### config.mk
export PLATFORM = sky130hd
export DESIGN_NAME = scoc_top
export DESIGN_NICKNAME = d
export VERILOG_FILES = /design/src/pkg/scoc_pkg.sv /design/src/scoc_freq_calc.sv /design/src/scoc_settle_timer.sv /design/src/scoc_top.sv
export VERILOG_INCLUDE_DIRS = /design/src /design/src/pkg
export SDC_FILE = /design/constraint.sdc
export NUM_CORES = 1
export LEC_CHECK = 0
export ABC_CLOCK_PERIOD_IN_PS = 10300
export BUFFER_PORTS_ARGS = -buffer_cell sky130_fd_sc_hd__clkbuf_2
export CAP_MARGIN = 40
export CORE_MARGIN = 4
export CORE_UTILIZATION = 25
export DETAILED_ROUTE_END_ITERATION = 12
export MAX_ROUTING_LAYER = met4
export SLEW_MARGIN = 40
export SYNTH_ARGS = -nofsm -noshare
export SYNTH_HDL_FRONTEND = slang
export SYNTH_SLANG_ARGS = --single-unit
### constraint.sdc
create_clock -name mclk_i -period 10.3 [get_ports mclk_i]
set_input_delay 0.515 -clock mclk_i [delete_from_list [all_inputs] [get_ports mclk_i]]
set_output_delay 0.515 -clock mclk_i [all_outputs]
set_load 0.02 [all_outputs]
### src/pkg/scoc_cfg.svh
// Register offsets, field positions, reset values and timing counts
`ifndef SCOC_CFG_SVH
`define SCOC_CFG_SVH
`define SCOC_ADDR_RXCTRL 8'h0a
`define SCOC_ADDR_OSCCTRL 8'h12
`define SCOC_ADDR_FREQNUM 8'h13
`define SCOC_ADDR_BAND 8'h14
`define SCOC_ADDR_CHAN 8'h08
`define SCOC_RXCTRL_RST 8'h17
`define SCOC_JITTER_BIT 5
`define SCOC_OSCCTRL_RST 8'hf0
`define SCOC_OSC_EXT 4'h4
`define SCOC_OSC_INT 4'hf
`define SCOC_CHAN_RST 5'h05
`define SCOC_FREQNUM_RST 8'h00
`define SCOC_CHAN_MAX 5'h0a
`define SCOC_BAND_RST 3'h0
`define SCOC_BAND_RSVD 3'h7
`define SCOC_BAND4_MAX 8'h5e
`define SCOC_BAND5_MAX 8'h66
`define SCOC_CLK_MHZ 50
`define SCOC_T_LOCK_US 170
`define SCOC_T_SW_US 11
`define SCOC_T_RXTX_US 16
`define SCOC_T_TXRX_US 32
`define SCOC_CNT_LOCK (`SCOC_T_LOCK_US * `SCOC_CLK_MHZ)
`define SCOC_CNT_SW (`SCOC_T_SW_US * `SCOC_CLK_MHZ)
`define SCOC_CNT_RXTX (`SCOC_T_RXTX_US * `SCOC_CLK_MHZ)
`define SCOC_CNT_TXRX (`SCOC_T_TXRX_US * `SCOC_CLK_MHZ)
// Frequencies in units of 100 kHz
`define SCOC_F_EU 14'd8683
`define SCOC_F_NA1 14'd9060
`define SCOC_F_NA_STEP 14'd20
`define SCOC_F_B1 14'd7690
`define SCOC_F_B2 14'd8570
`define SCOC_F_B3 14'd9030
`define SCOC_F_B4 14'd7690
`define SCOC_F_B5 14'd8330
`define SCOC_F_B6 14'd9020
`define SCOC_F_RXOFS 14'd10
// Transmit frequency of the reset channel
`define SCOC_F_RST 14'd9140
`endif

### src/pkg/scoc_pkg.sv
// Types shared by the synthesizer and oscillator control block
package scoc_pkg;
    typedef enum logic [2:0] {
        SCOC_IDLE = 3'b000,
        SCOC_LOCKING = 3'b001,
        SCOC_READY = 3'b010,
        SCOC_RETUNE = 3'b011,
        SCOC_TXSTEP = 3'b100,
        SCOC_TXON = 3'b101,
        SCOC_RXSTEP = 3'b110
    } scoc_state_t;
    typedef struct packed {
        logic wr;
        logic rd;
        logic [7:0] addr;
        logic [7:0] wdata;
    } scoc_bus_t;
    typedef struct packed {
        logic osc_int_on;
        logic osc_ext_ref;
        logic [3:0] load_cap_trim;
        logic jitter_on;
    } scoc_osc_t;
endpackage

### src/scoc_freq_calc.sv
// Target frequency from band, number and channel, in 100 kHz units
`include "scoc_cfg.svh"
module scoc_freq_calc (
    input wire logic [2:0] band_select_i,
    input wire logic [7:0] freq_number_i,
    input wire logic [4:0] channel_i,
    output logic [13:0] freq_o,
    output logic valid_o
);
    logic [13:0] num_fine;
    logic [13:0] num_coarse;
    assign num_fine = {6'h00, freq_number_i};
    assign num_coarse = 14'(freq_number_i * 10);
    always_comb begin
        freq_o = `SCOC_F_EU;
        valid_o = 1'b1;
        case (band_select_i)
            3'h0: begin
                if (channel_i == 5'h00) begin
                    freq_o = `SCOC_F_EU;
                end else if (channel_i <= `SCOC_CHAN_MAX) begin
                    freq_o = 14'(`SCOC_F_NA1 + `SCOC_F_NA_STEP * 14'(channel_i - 5'h01));
                end else begin
                    valid_o = 1'b0;
                end
            end
            3'h1: freq_o = `SCOC_F_B1 + num_fine;
            3'h2: freq_o = `SCOC_F_B2 + num_fine;
            3'h3: freq_o = `SCOC_F_B3 + num_fine;
            3'h6: freq_o = `SCOC_F_B6 + num_fine;
            3'h4: begin
                freq_o = `SCOC_F_B4 + num_coarse;
                valid_o = freq_number_i <= `SCOC_BAND4_MAX;
            end
            3'h5: begin
                freq_o = `SCOC_F_B5 + num_coarse;
                valid_o = freq_number_i <= `SCOC_BAND5_MAX;
            end
            default: valid_o = 1'b0;
        endcase
    end
endmodule

### src/scoc_settle_timer.sv
// Down counter that times one settling period
module scoc_settle_timer #(
    parameter int W = 14
) (
    input wire logic mclk_i,
    input wire logic sys_rst_i,
    input wire logic start_i,
    input wire logic [W-1:0] count_i,
    output logic done_o,
    output logic busy_o
);
    logic [W-1:0] cnt_reg;
    always_ff @(posedge mclk_i) begin
        if (sys_rst_i) begin
            cnt_reg <= '0;
        end else if (start_i) begin
            cnt_reg <= count_i;
        end else if (cnt_reg != '0) begin
            cnt_reg <= cnt_reg - 1'b1;
        end
    end
    assign done_o = (cnt_reg == {{(W-1){1'b0}}, 1'b1}) && !start_i;
    assign busy_o = cnt_reg != '0;
endmodule

### src/scoc_top.sv
// Oscillator, jitter and synthesizer channel control
// Notes on behaviour
// Bit 5 of the receiver control register enables clock jitter; resets to 0.
// Jitter forced off during transmit and filter tuning.
// Oscillator mode 0x4 external reference, 0xF internal oscillator and regulator.
// Oscillator mode resets to 0xF, internal oscillator running.
// Software should select 0x4 when an external reference is used.
// Load trim code 0..15 maps linearly 0 to 4.5 pF, 0.3 pF steps.
// Band 0 uses channel field; channel 0 gives 868.3 MHz.
// Channels 1 to 10 give 906 MHz plus 2 MHz per step.
// Bands 1,2,3,6: base plus 0.1 MHz times frequency number.
// Bands 4,5: base plus 1 MHz steps with limits; band 7 reserved.
// Leaving idle for ready or listen enables synthesizer; settles in 170 us.
// Lock flag rises once settling completes.
// Channel change in ready or listen settles in 11 us.
// Ready and receive run 1 MHz below transmit frequency.
// Transmit start moves to transmit frequency within 16 us.
// Transmit end returns to receive frequency within 32 us.
// No lock or unlock flag during receive/transmit steps.
// Channel field write sets channel, read returns it; used in band 0.
// Effective frequency change in ready or listen retunes, then lock flag.
// Reserved band or mode writes keep previous band or mode; a reserved mode write still takes the trim field.
`include "scoc_cfg.svh"
module scoc_top #(
    parameter int CNT_LOCK = `SCOC_CNT_LOCK
) (
    input wire logic mclk_i,
    input wire logic sys_rst_i,
    input wire scoc_pkg::scoc_bus_t bus_i,
    output logic [7:0] rdata_o,
    input wire logic go_active_i,
    input wire logic go_idle_i,
    input wire logic tx_start_i,
    input wire logic tx_end_i,
    input wire logic filter_tune_i,
    output scoc_pkg::scoc_osc_t osc_o,
    output logic synth_en_o,
    output logic [13:0] synth_freq_o,
    output logic tx_ready_o,
    output logic lock_irq_o,
    output logic unlock_irq_o,
    output scoc_pkg::scoc_state_t state_o
);
    logic [7:0] rxctrl_reg;
    logic [3:0] osc_mode_reg;
    logic [3:0] trim_reg;
    logic [7:0] freq_number_reg;
    logic [2:0] band_select_reg;
    logic [4:0] channel_reg;
    logic [13:0] eff_freq_reg;
    scoc_pkg::scoc_state_t state_reg;
    scoc_pkg::scoc_state_t state_next;
    logic jitter_reg;
    logic [13:0] synth_freq_reg;
    logic [13:0] cand_freq;
    logic cand_valid;
    logic [2:0] cand_band;
    logic [7:0] cand_num;
    logic [4:0] cand_chan;
    logic tim_start;
    logic [13:0] tim_count;
    logic tim_done;
    logic tim_busy;
    logic freq_change;
    logic wr_freq;

    // Candidate settings as they would be after this write
    always_comb begin
        cand_band = band_select_reg;
        cand_num = freq_number_reg;
        cand_chan = channel_reg;
        wr_freq = 1'b0;
        if (bus_i.wr) begin
            case (bus_i.addr)
                `SCOC_ADDR_BAND: begin
                    cand_band = bus_i.wdata[2:0];
                    wr_freq = 1'b1;
                end
                `SCOC_ADDR_FREQNUM: begin
                    cand_num = bus_i.wdata;
                    wr_freq = 1'b1;
                end
                `SCOC_ADDR_CHAN: begin
                    cand_chan = bus_i.wdata[4:0];
                    wr_freq = 1'b1;
                end
                default: wr_freq = 1'b0;
            endcase
        end
    end

    scoc_freq_calc u_calc (
        .band_select_i(cand_band),
        .freq_number_i(cand_num),
        .channel_i(cand_chan),
        .freq_o(cand_freq),
        .valid_o(cand_valid)
    );

    // Reserved settings are dropped whole so the radio never sits off-grid
    always_ff @(posedge mclk_i) begin
        if (sys_rst_i) begin
            band_select_reg <= `SCOC_BAND_RST;
            freq_number_reg <= `SCOC_FREQNUM_RST;
            channel_reg <= `SCOC_CHAN_RST;
            eff_freq_reg <= `SCOC_F_RST;
        end else if (wr_freq && cand_valid) begin
            band_select_reg <= cand_band;
            freq_number_reg <= cand_num;
            channel_reg <= cand_chan;
            eff_freq_reg <= cand_freq;
        end
    end
    assign freq_change = wr_freq && cand_valid && (cand_freq != eff_freq_reg);

    always_ff @(posedge mclk_i) begin
        if (sys_rst_i) begin
            rxctrl_reg <= `SCOC_RXCTRL_RST;
        end else if (bus_i.wr && bus_i.addr == `SCOC_ADDR_RXCTRL) begin
            rxctrl_reg <= bus_i.wdata;
        end
    end

    always_ff @(posedge mclk_i) begin
        if (sys_rst_i) begin
            osc_mode_reg <= 4'(`SCOC_OSCCTRL_RST >> 4);
            trim_reg <= 4'(`SCOC_OSCCTRL_RST);
        end else if (bus_i.wr && bus_i.addr == `SCOC_ADDR_OSCCTRL) begin
            trim_reg <= bus_i.wdata[3:0];
            if (bus_i.wdata[7:4] == `SCOC_OSC_EXT || bus_i.wdata[7:4] == `SCOC_OSC_INT) begin
                osc_mode_reg <= bus_i.wdata[7:4];
            end
        end
    end

    always_comb begin
        case (bus_i.addr)
            `SCOC_ADDR_RXCTRL: rdata_o = rxctrl_reg;
            `SCOC_ADDR_OSCCTRL: rdata_o = {osc_mode_reg, trim_reg};
            `SCOC_ADDR_FREQNUM: rdata_o = freq_number_reg;
            `SCOC_ADDR_BAND: rdata_o = {5'h00, band_select_reg};
            `SCOC_ADDR_CHAN: rdata_o = {3'h0, channel_reg};
            default: rdata_o = 8'h00;
        endcase
    end

    // Radio state sequencing
    always_comb begin
        state_next = state_reg;
        tim_start = 1'b0;
        tim_count = 14'(CNT_LOCK);
        if (go_idle_i) begin
            state_next = scoc_pkg::SCOC_IDLE;
        end else begin
            case (state_reg)
                scoc_pkg::SCOC_IDLE: if (go_active_i) begin
                    state_next = scoc_pkg::SCOC_LOCKING;
                    tim_start = 1'b1;
                end
                scoc_pkg::SCOC_LOCKING, scoc_pkg::SCOC_RETUNE: begin
                    if (freq_change) begin
                        state_next = scoc_pkg::SCOC_RETUNE;
                        tim_start = 1'b1;
                        tim_count = 14'(`SCOC_CNT_SW);
                    end else if (tim_done) begin
                        state_next = scoc_pkg::SCOC_READY;
                    end
                end
                scoc_pkg::SCOC_READY: begin
                    if (tx_start_i) begin
                        state_next = scoc_pkg::SCOC_TXSTEP;
                        tim_start = 1'b1;
                        tim_count = 14'(`SCOC_CNT_RXTX);
                    end else if (freq_change) begin
                        state_next = scoc_pkg::SCOC_RETUNE;
                        tim_start = 1'b1;
                        tim_count = 14'(`SCOC_CNT_SW);
                    end
                end
                scoc_pkg::SCOC_TXSTEP: if (tim_done) begin
                    state_next = scoc_pkg::SCOC_TXON;
                end
                scoc_pkg::SCOC_TXON: if (tx_end_i) begin
                    state_next = scoc_pkg::SCOC_RXSTEP;
                    tim_start = 1'b1;
                    tim_count = 14'(`SCOC_CNT_TXRX);
                end
                scoc_pkg::SCOC_RXSTEP: if (tim_done) begin
                    state_next = scoc_pkg::SCOC_READY;
                end
                default: state_next = scoc_pkg::SCOC_IDLE;
            endcase
        end
    end

    scoc_settle_timer #(.W(14)) u_timer (
        .mclk_i(mclk_i),
        .sys_rst_i(sys_rst_i),
        .start_i(tim_start),
        .count_i(tim_count),
        .done_o(tim_done),
        .busy_o(tim_busy)
    );

    always_ff @(posedge mclk_i) begin
        if (sys_rst_i) begin
            state_reg <= scoc_pkg::SCOC_IDLE;
        end else begin
            state_reg <= state_next;
        end
    end

    // Lock pulses only at the end of a lock or retune; tx steps stay silent
    always_ff @(posedge mclk_i) begin
        if (sys_rst_i) begin
            lock_irq_o <= 1'b0;
        end else begin
            lock_irq_o <= tim_done && !go_idle_i && !freq_change &&
                (state_reg == scoc_pkg::SCOC_LOCKING || state_reg == scoc_pkg::SCOC_RETUNE);
        end
    end
    assign unlock_irq_o = 1'b0;

    // Receive side runs 1 MHz below transmit
    always_ff @(posedge mclk_i) begin
        if (sys_rst_i) begin
            synth_freq_reg <= 14'd0;
        end else if (state_next == scoc_pkg::SCOC_TXSTEP || state_next == scoc_pkg::SCOC_TXON) begin
            synth_freq_reg <= eff_freq_reg;
        end else begin
            synth_freq_reg <= 14'(eff_freq_reg - `SCOC_F_RXOFS);
        end
    end
    assign synth_freq_o = synth_freq_reg;
    assign synth_en_o = state_reg != scoc_pkg::SCOC_IDLE;
    assign tx_ready_o = state_reg == scoc_pkg::SCOC_TXON;
    assign state_o = state_reg;

    always_ff @(posedge mclk_i) begin
        if (sys_rst_i) begin
            jitter_reg <= 1'b0;
        end else begin
            jitter_reg <= rxctrl_reg[`SCOC_JITTER_BIT] && !filter_tune_i &&
                state_next != scoc_pkg::SCOC_TXSTEP && state_next != scoc_pkg::SCOC_TXON;
        end
    end

    // Load trim is passed straight to the capacitor array, code n = 0.3 pF * n
    assign osc_o.load_cap_trim = trim_reg;
    assign osc_o.osc_int_on = osc_mode_reg == `SCOC_OSC_INT;
    assign osc_o.osc_ext_ref = osc_mode_reg == `SCOC_OSC_EXT;
    assign osc_o.jitter_on = jitter_reg;

    property p_lock_time;
        @(posedge mclk_i) disable iff (sys_rst_i)
        (state_reg == scoc_pkg::SCOC_IDLE && state_next == scoc_pkg::SCOC_LOCKING) |->
        ##1 (!lock_irq_o) [*8];
    endproperty
    a_lock_time: assert property (p_lock_time) else $error("lock raised too early");
    property p_lock_ready;
        @(posedge mclk_i) disable iff (sys_rst_i)
        lock_irq_o |-> state_reg == scoc_pkg::SCOC_READY;
    endproperty
    a_lock_ready: assert property (p_lock_ready) else $error("lock without ready state");
    property p_no_lock_tx;
        @(posedge mclk_i) disable iff (sys_rst_i)
        (state_reg == scoc_pkg::SCOC_TXSTEP || state_reg == scoc_pkg::SCOC_RXSTEP) |-> ##1 !lock_irq_o;
    endproperty
    a_no_lock_tx: assert property (p_no_lock_tx) else $error("lock during tx step");
    property p_jitter_tx;
        @(posedge mclk_i) disable iff (sys_rst_i)
        (state_reg == scoc_pkg::SCOC_TXON) |-> !osc_o.jitter_on;
    endproperty
    a_jitter_tx: assert property (p_jitter_tx) else $error("jitter on during tx");
    property p_jitter_en;
        @(posedge mclk_i) disable iff (sys_rst_i)
        (!rxctrl_reg[`SCOC_JITTER_BIT]) |=> !osc_o.jitter_on;
    endproperty
    a_jitter_en: assert property (p_jitter_en) else $error("jitter on while disabled");
    property p_tx_offset;
        @(posedge mclk_i) disable iff (sys_rst_i)
        (state_reg == scoc_pkg::SCOC_READY && state_next == scoc_pkg::SCOC_READY) |=>
        synth_freq_o == 14'($past(eff_freq_reg) - `SCOC_F_RXOFS);
    endproperty
    a_tx_offset: assert property (p_tx_offset) else $error("rx offset wrong");
    property p_txstep;
        @(posedge mclk_i) disable iff (sys_rst_i || go_idle_i)
        (state_reg == scoc_pkg::SCOC_READY && tx_start_i) |-> ##[1:801] tx_ready_o;
    endproperty
    a_txstep: assert property (p_txstep) else $error("tx step too slow");
    // Return step is longer than a delay range can span, so it is counted here
    logic [10:0] rxstep_cnt;
    always_ff @(posedge mclk_i) begin
        if (sys_rst_i || state_reg != scoc_pkg::SCOC_RXSTEP) begin
            rxstep_cnt <= 11'h000;
        end else begin
            rxstep_cnt <= rxstep_cnt + 11'h001;
        end
    end
    property p_rxstep;
        @(posedge mclk_i) disable iff (sys_rst_i)
        (state_reg == scoc_pkg::SCOC_RXSTEP) |-> rxstep_cnt < 11'(`SCOC_CNT_TXRX);
    endproperty
    a_rxstep: assert property (p_rxstep) else $error("rx step too slow");
    property p_timer_idle;
        @(posedge mclk_i) disable iff (sys_rst_i)
        (state_reg == scoc_pkg::SCOC_READY || state_reg == scoc_pkg::SCOC_TXON) |-> !tim_busy;
    endproperty
    a_timer_idle: assert property (p_timer_idle) else $error("settle timer running in steady state");
    property p_mode_legal;
        @(posedge mclk_i) disable iff (sys_rst_i)
        osc_o.osc_int_on || osc_o.osc_ext_ref;
    endproperty
    a_mode_legal: assert property (p_mode_legal) else $error("reserved osc mode");
    c_lock: cover property (@(posedge mclk_i) disable iff (sys_rst_i) lock_irq_o);
    c_tx: cover property (@(posedge mclk_i) disable iff (sys_rst_i) tx_ready_o);
    c_retune: cover property (@(posedge mclk_i) disable iff (sys_rst_i) state_reg == scoc_pkg::SCOC_RETUNE);
endmodule

==> reports/results.tsv <==
metric	value	unit
first-pass GRT wire length	39.0	mm
Max Slew Vio Count	0	
CP Launch Point	bus_i[17]	
Synth Area in Simple Gates	28.2	%
Synth Register Bits	79	
Area growth, synth to finish	12.1	%
clk_lat worst skew	360	ps
starting density of the core	25.3	%
Crit Path Max Fanout	25	
syn_area_per_cell	7.61	µm²
status	finished clean	
pwr dens	113	mW/mm²
total number of vias	7629	
Ys Warns	0	
placed insts	1376	
CP Launch Type	primary input	
Distinct cells, synth	95	
core region area	0.0296	mm²
most frequent cell after synthesis	nand2_1	
CTS H-tree depth	3	
delay-heaviest family, CP	compound AO/OA/AOI/OAI gates	
Post-synth EDFFs	0	
hold wc startpoint	filter_tune_i	
DR pass1 iterations	6	
top cells by count, synth	nand2_1, nor2_1, dfxtp_1	
CTS sink count	79	
Multi-input gate area	0.00554	mm²
path depth of the worst reg2reg path	23	
cell accounting for the most synthesized area	dfxtp_1	
DP HPWL	19.0	mm
CP Class	in -> reg	
Placement Cell Area	0.00807	mm²
vias in the first global route	7086	
VDD IR max	0.0654	mV
Hold Path Stages	2	
GRT overflow	0	
Synth Area in Adders	6.37	%
I/O pin count	61	
top cells by area, synth	dfxtp_1, ha_1, nand2_1, mux2i_1, nor2_1	
worst r2r src	channel_reg[0]	
FILL cells	3295	
Syn Std Cell Area	0.00751	mm²
max_cap viols	0	
Ant. Diodes	0	
post-route worst setup slack	2740	ps
period utilization	73.4	%
CTS tree	built	
# resized after CTS	0	
Leak	3.24	nW
Syn Inst Count	986	
Vias/cell	5.48	
fmax	132	MHz
die area	0.0329	mm²
Root Buffer Master	clkbuf_16	
main combinational cell family by area after synthesis	simple AND/OR/NAND/NOR gates	
top cell type's share of synthesized area	21.1	%
# DRC	0	
CP required	10540	ps
sequential fraction of the synthesis area	21.1	%
PortBufs	58	
total track usage	15.0	%
highest-delay cell along the critical path	o31ai_1	
Clock Skews	18.2	ps
Total Wirelength	25.0	mm
DRT iter0 DRCs	621	
Post-synth top flop	dfxtp_1	
# rows	63	
WP data arrival	7800	ps
syn_nets	1048	
Die Wd	181	µm
Critical R2R Capture	synth_freq_o[1]	
final setup fails	0	
Worst Hold Class	in -> reg	
routability cong.	1.06	
Buffers & Inverters on Critical Path	3	
multiplexer share of the synthesized area	6.65	%
XOR/XNOR Fraction of Synth Area	6.10	%
largest net degree at the start of global routing	65	
post-layout min period	7560	ps
Tightest Pin Transition	803	ps
clock slew at reported path FFs	60	ps
RSZ-0062 raised after global routing	no	
post-DR wirelength/cell	18.0	µm
CTS Buf Count	9	
Chip Height	181	µm
Longest Clk Path Bufs	2	
Fin. Hold Viols	0	
compound-cell area share of the yosys netlist	25.9	%
crit-path max cell delay	670	ps
Setup Fix Bufs, Post-CTS	0	
slew margin rel.	46.2	%
endpoint class of the critical path	flop	
share of cells above drive strength 1	13.6	%
antenna violations before repair	0	
post-route cell area	0.00842	mm²
Hold-fix buffers, CTS	0	
asr flop ratio synth	0	%
CP most frequent cell	ha_1	
Final nets	1059	
Hold Slack	330	ps
ANT nets after route	0	
Hold EP	jitter_reg	
Non-Filler Instances	1392	
TNS Setup	0	ps
R2R Setup Slk	4010	ps
Place WS	2390	ps
register area	0.00158	mm²
## layer usage
metal	wire length [µm]	share of wire (%)	up-vias	global-route usage (%)
met5	0	0	-	-
li1	-	-	3695	-
met4	634	2.5	0	4.95
met1	11600	46	3594	19.9
met3	1580	6.3	40	2.74
met2	11200	45	300	23.2
## worst max path at each step
stage | end | slack (ps) | depth (start not counted)
final | synth_freq_o[1] | 2740 | 25
after global routing | u_timer.cnt_reg[6] | 2220 | 23
after CTS | synth_freq_o[13] | 2720 | 25
after detailed placement | synth_freq_o[13] | 2390 | 25
after global placement | synth_freq_o[12] | 2510 | 25
after floorplan | synth_freq_o[1] | 3910 | 26
## cells in the final DEF (no fill, tap or decap), types with 35 or more instances in the layout
| cell type | count |
|---|---|
| a21oi_1 | 53 |
| clkbuf_2 | 58 |
| dfxtp_1 | 79 |
| ha_1 | 35 |
| inv_1 | 37 |
| nand2_1 | 90 |
| nand3_1 | 38 |
| nor2_1 | 81 |
| nor3_1 | 38 |
| o21ai_0 | 46 |
## worst reg2reg max path, delay by kind of cell, from the launching register on
family                   cells  cell delay [ps]
AO/OA/AOI/OAI                9             2500
XOR/XNOR                     3              580
adder cells (fa/ha/maj)      4             1450
buffers and inverters        2              150
flip-flops                   1              350
multiplexers                 2              630
AND/OR/NAND/NOR              3              510
## final cells by class
| cell class | count | share of cell area [%] |
|---|---|---|
| inverter | 41 | 1.83 |
| sequential | 79 | 18.8 |
| clock buffer | 10 | 2.72 |
| tap | 390 | 5.80 |
| clock inverter | 6 | 1.11 |
| multi-input combinational | 802 | 65.8 |
| timing repair buffer | 64 | 3.98 |
## report_power, final
part	total, W	internal [W]	leakage (nW)	switching [W]
clock	0.000358	0.000214	0.147	0.000144
combinational	0.000237	0.0000976	2.45	0.000139
sequential	0.000354	0.000332	0.642	0.0000221
## cells by family after synthesis
kind of cell	after synthesis
xor+xnor	49
mux	47
flops	79
fa+ha+maj	37
compound gates	271
other cells	1
buf+inv	105
simple gates	397
## stage by stage
stage / power (W) / util (%)
after floorplan: 0.000547 / -
after global placement: 0.000594 / 27.2
after detailed placement: 0.000596 / 27.2
after CTS: 0.000958 / 28.3
after global routing: 0.00100 / 28.4
final: 0.000948 / 28.4
Power figures use the tool's default switching activity.
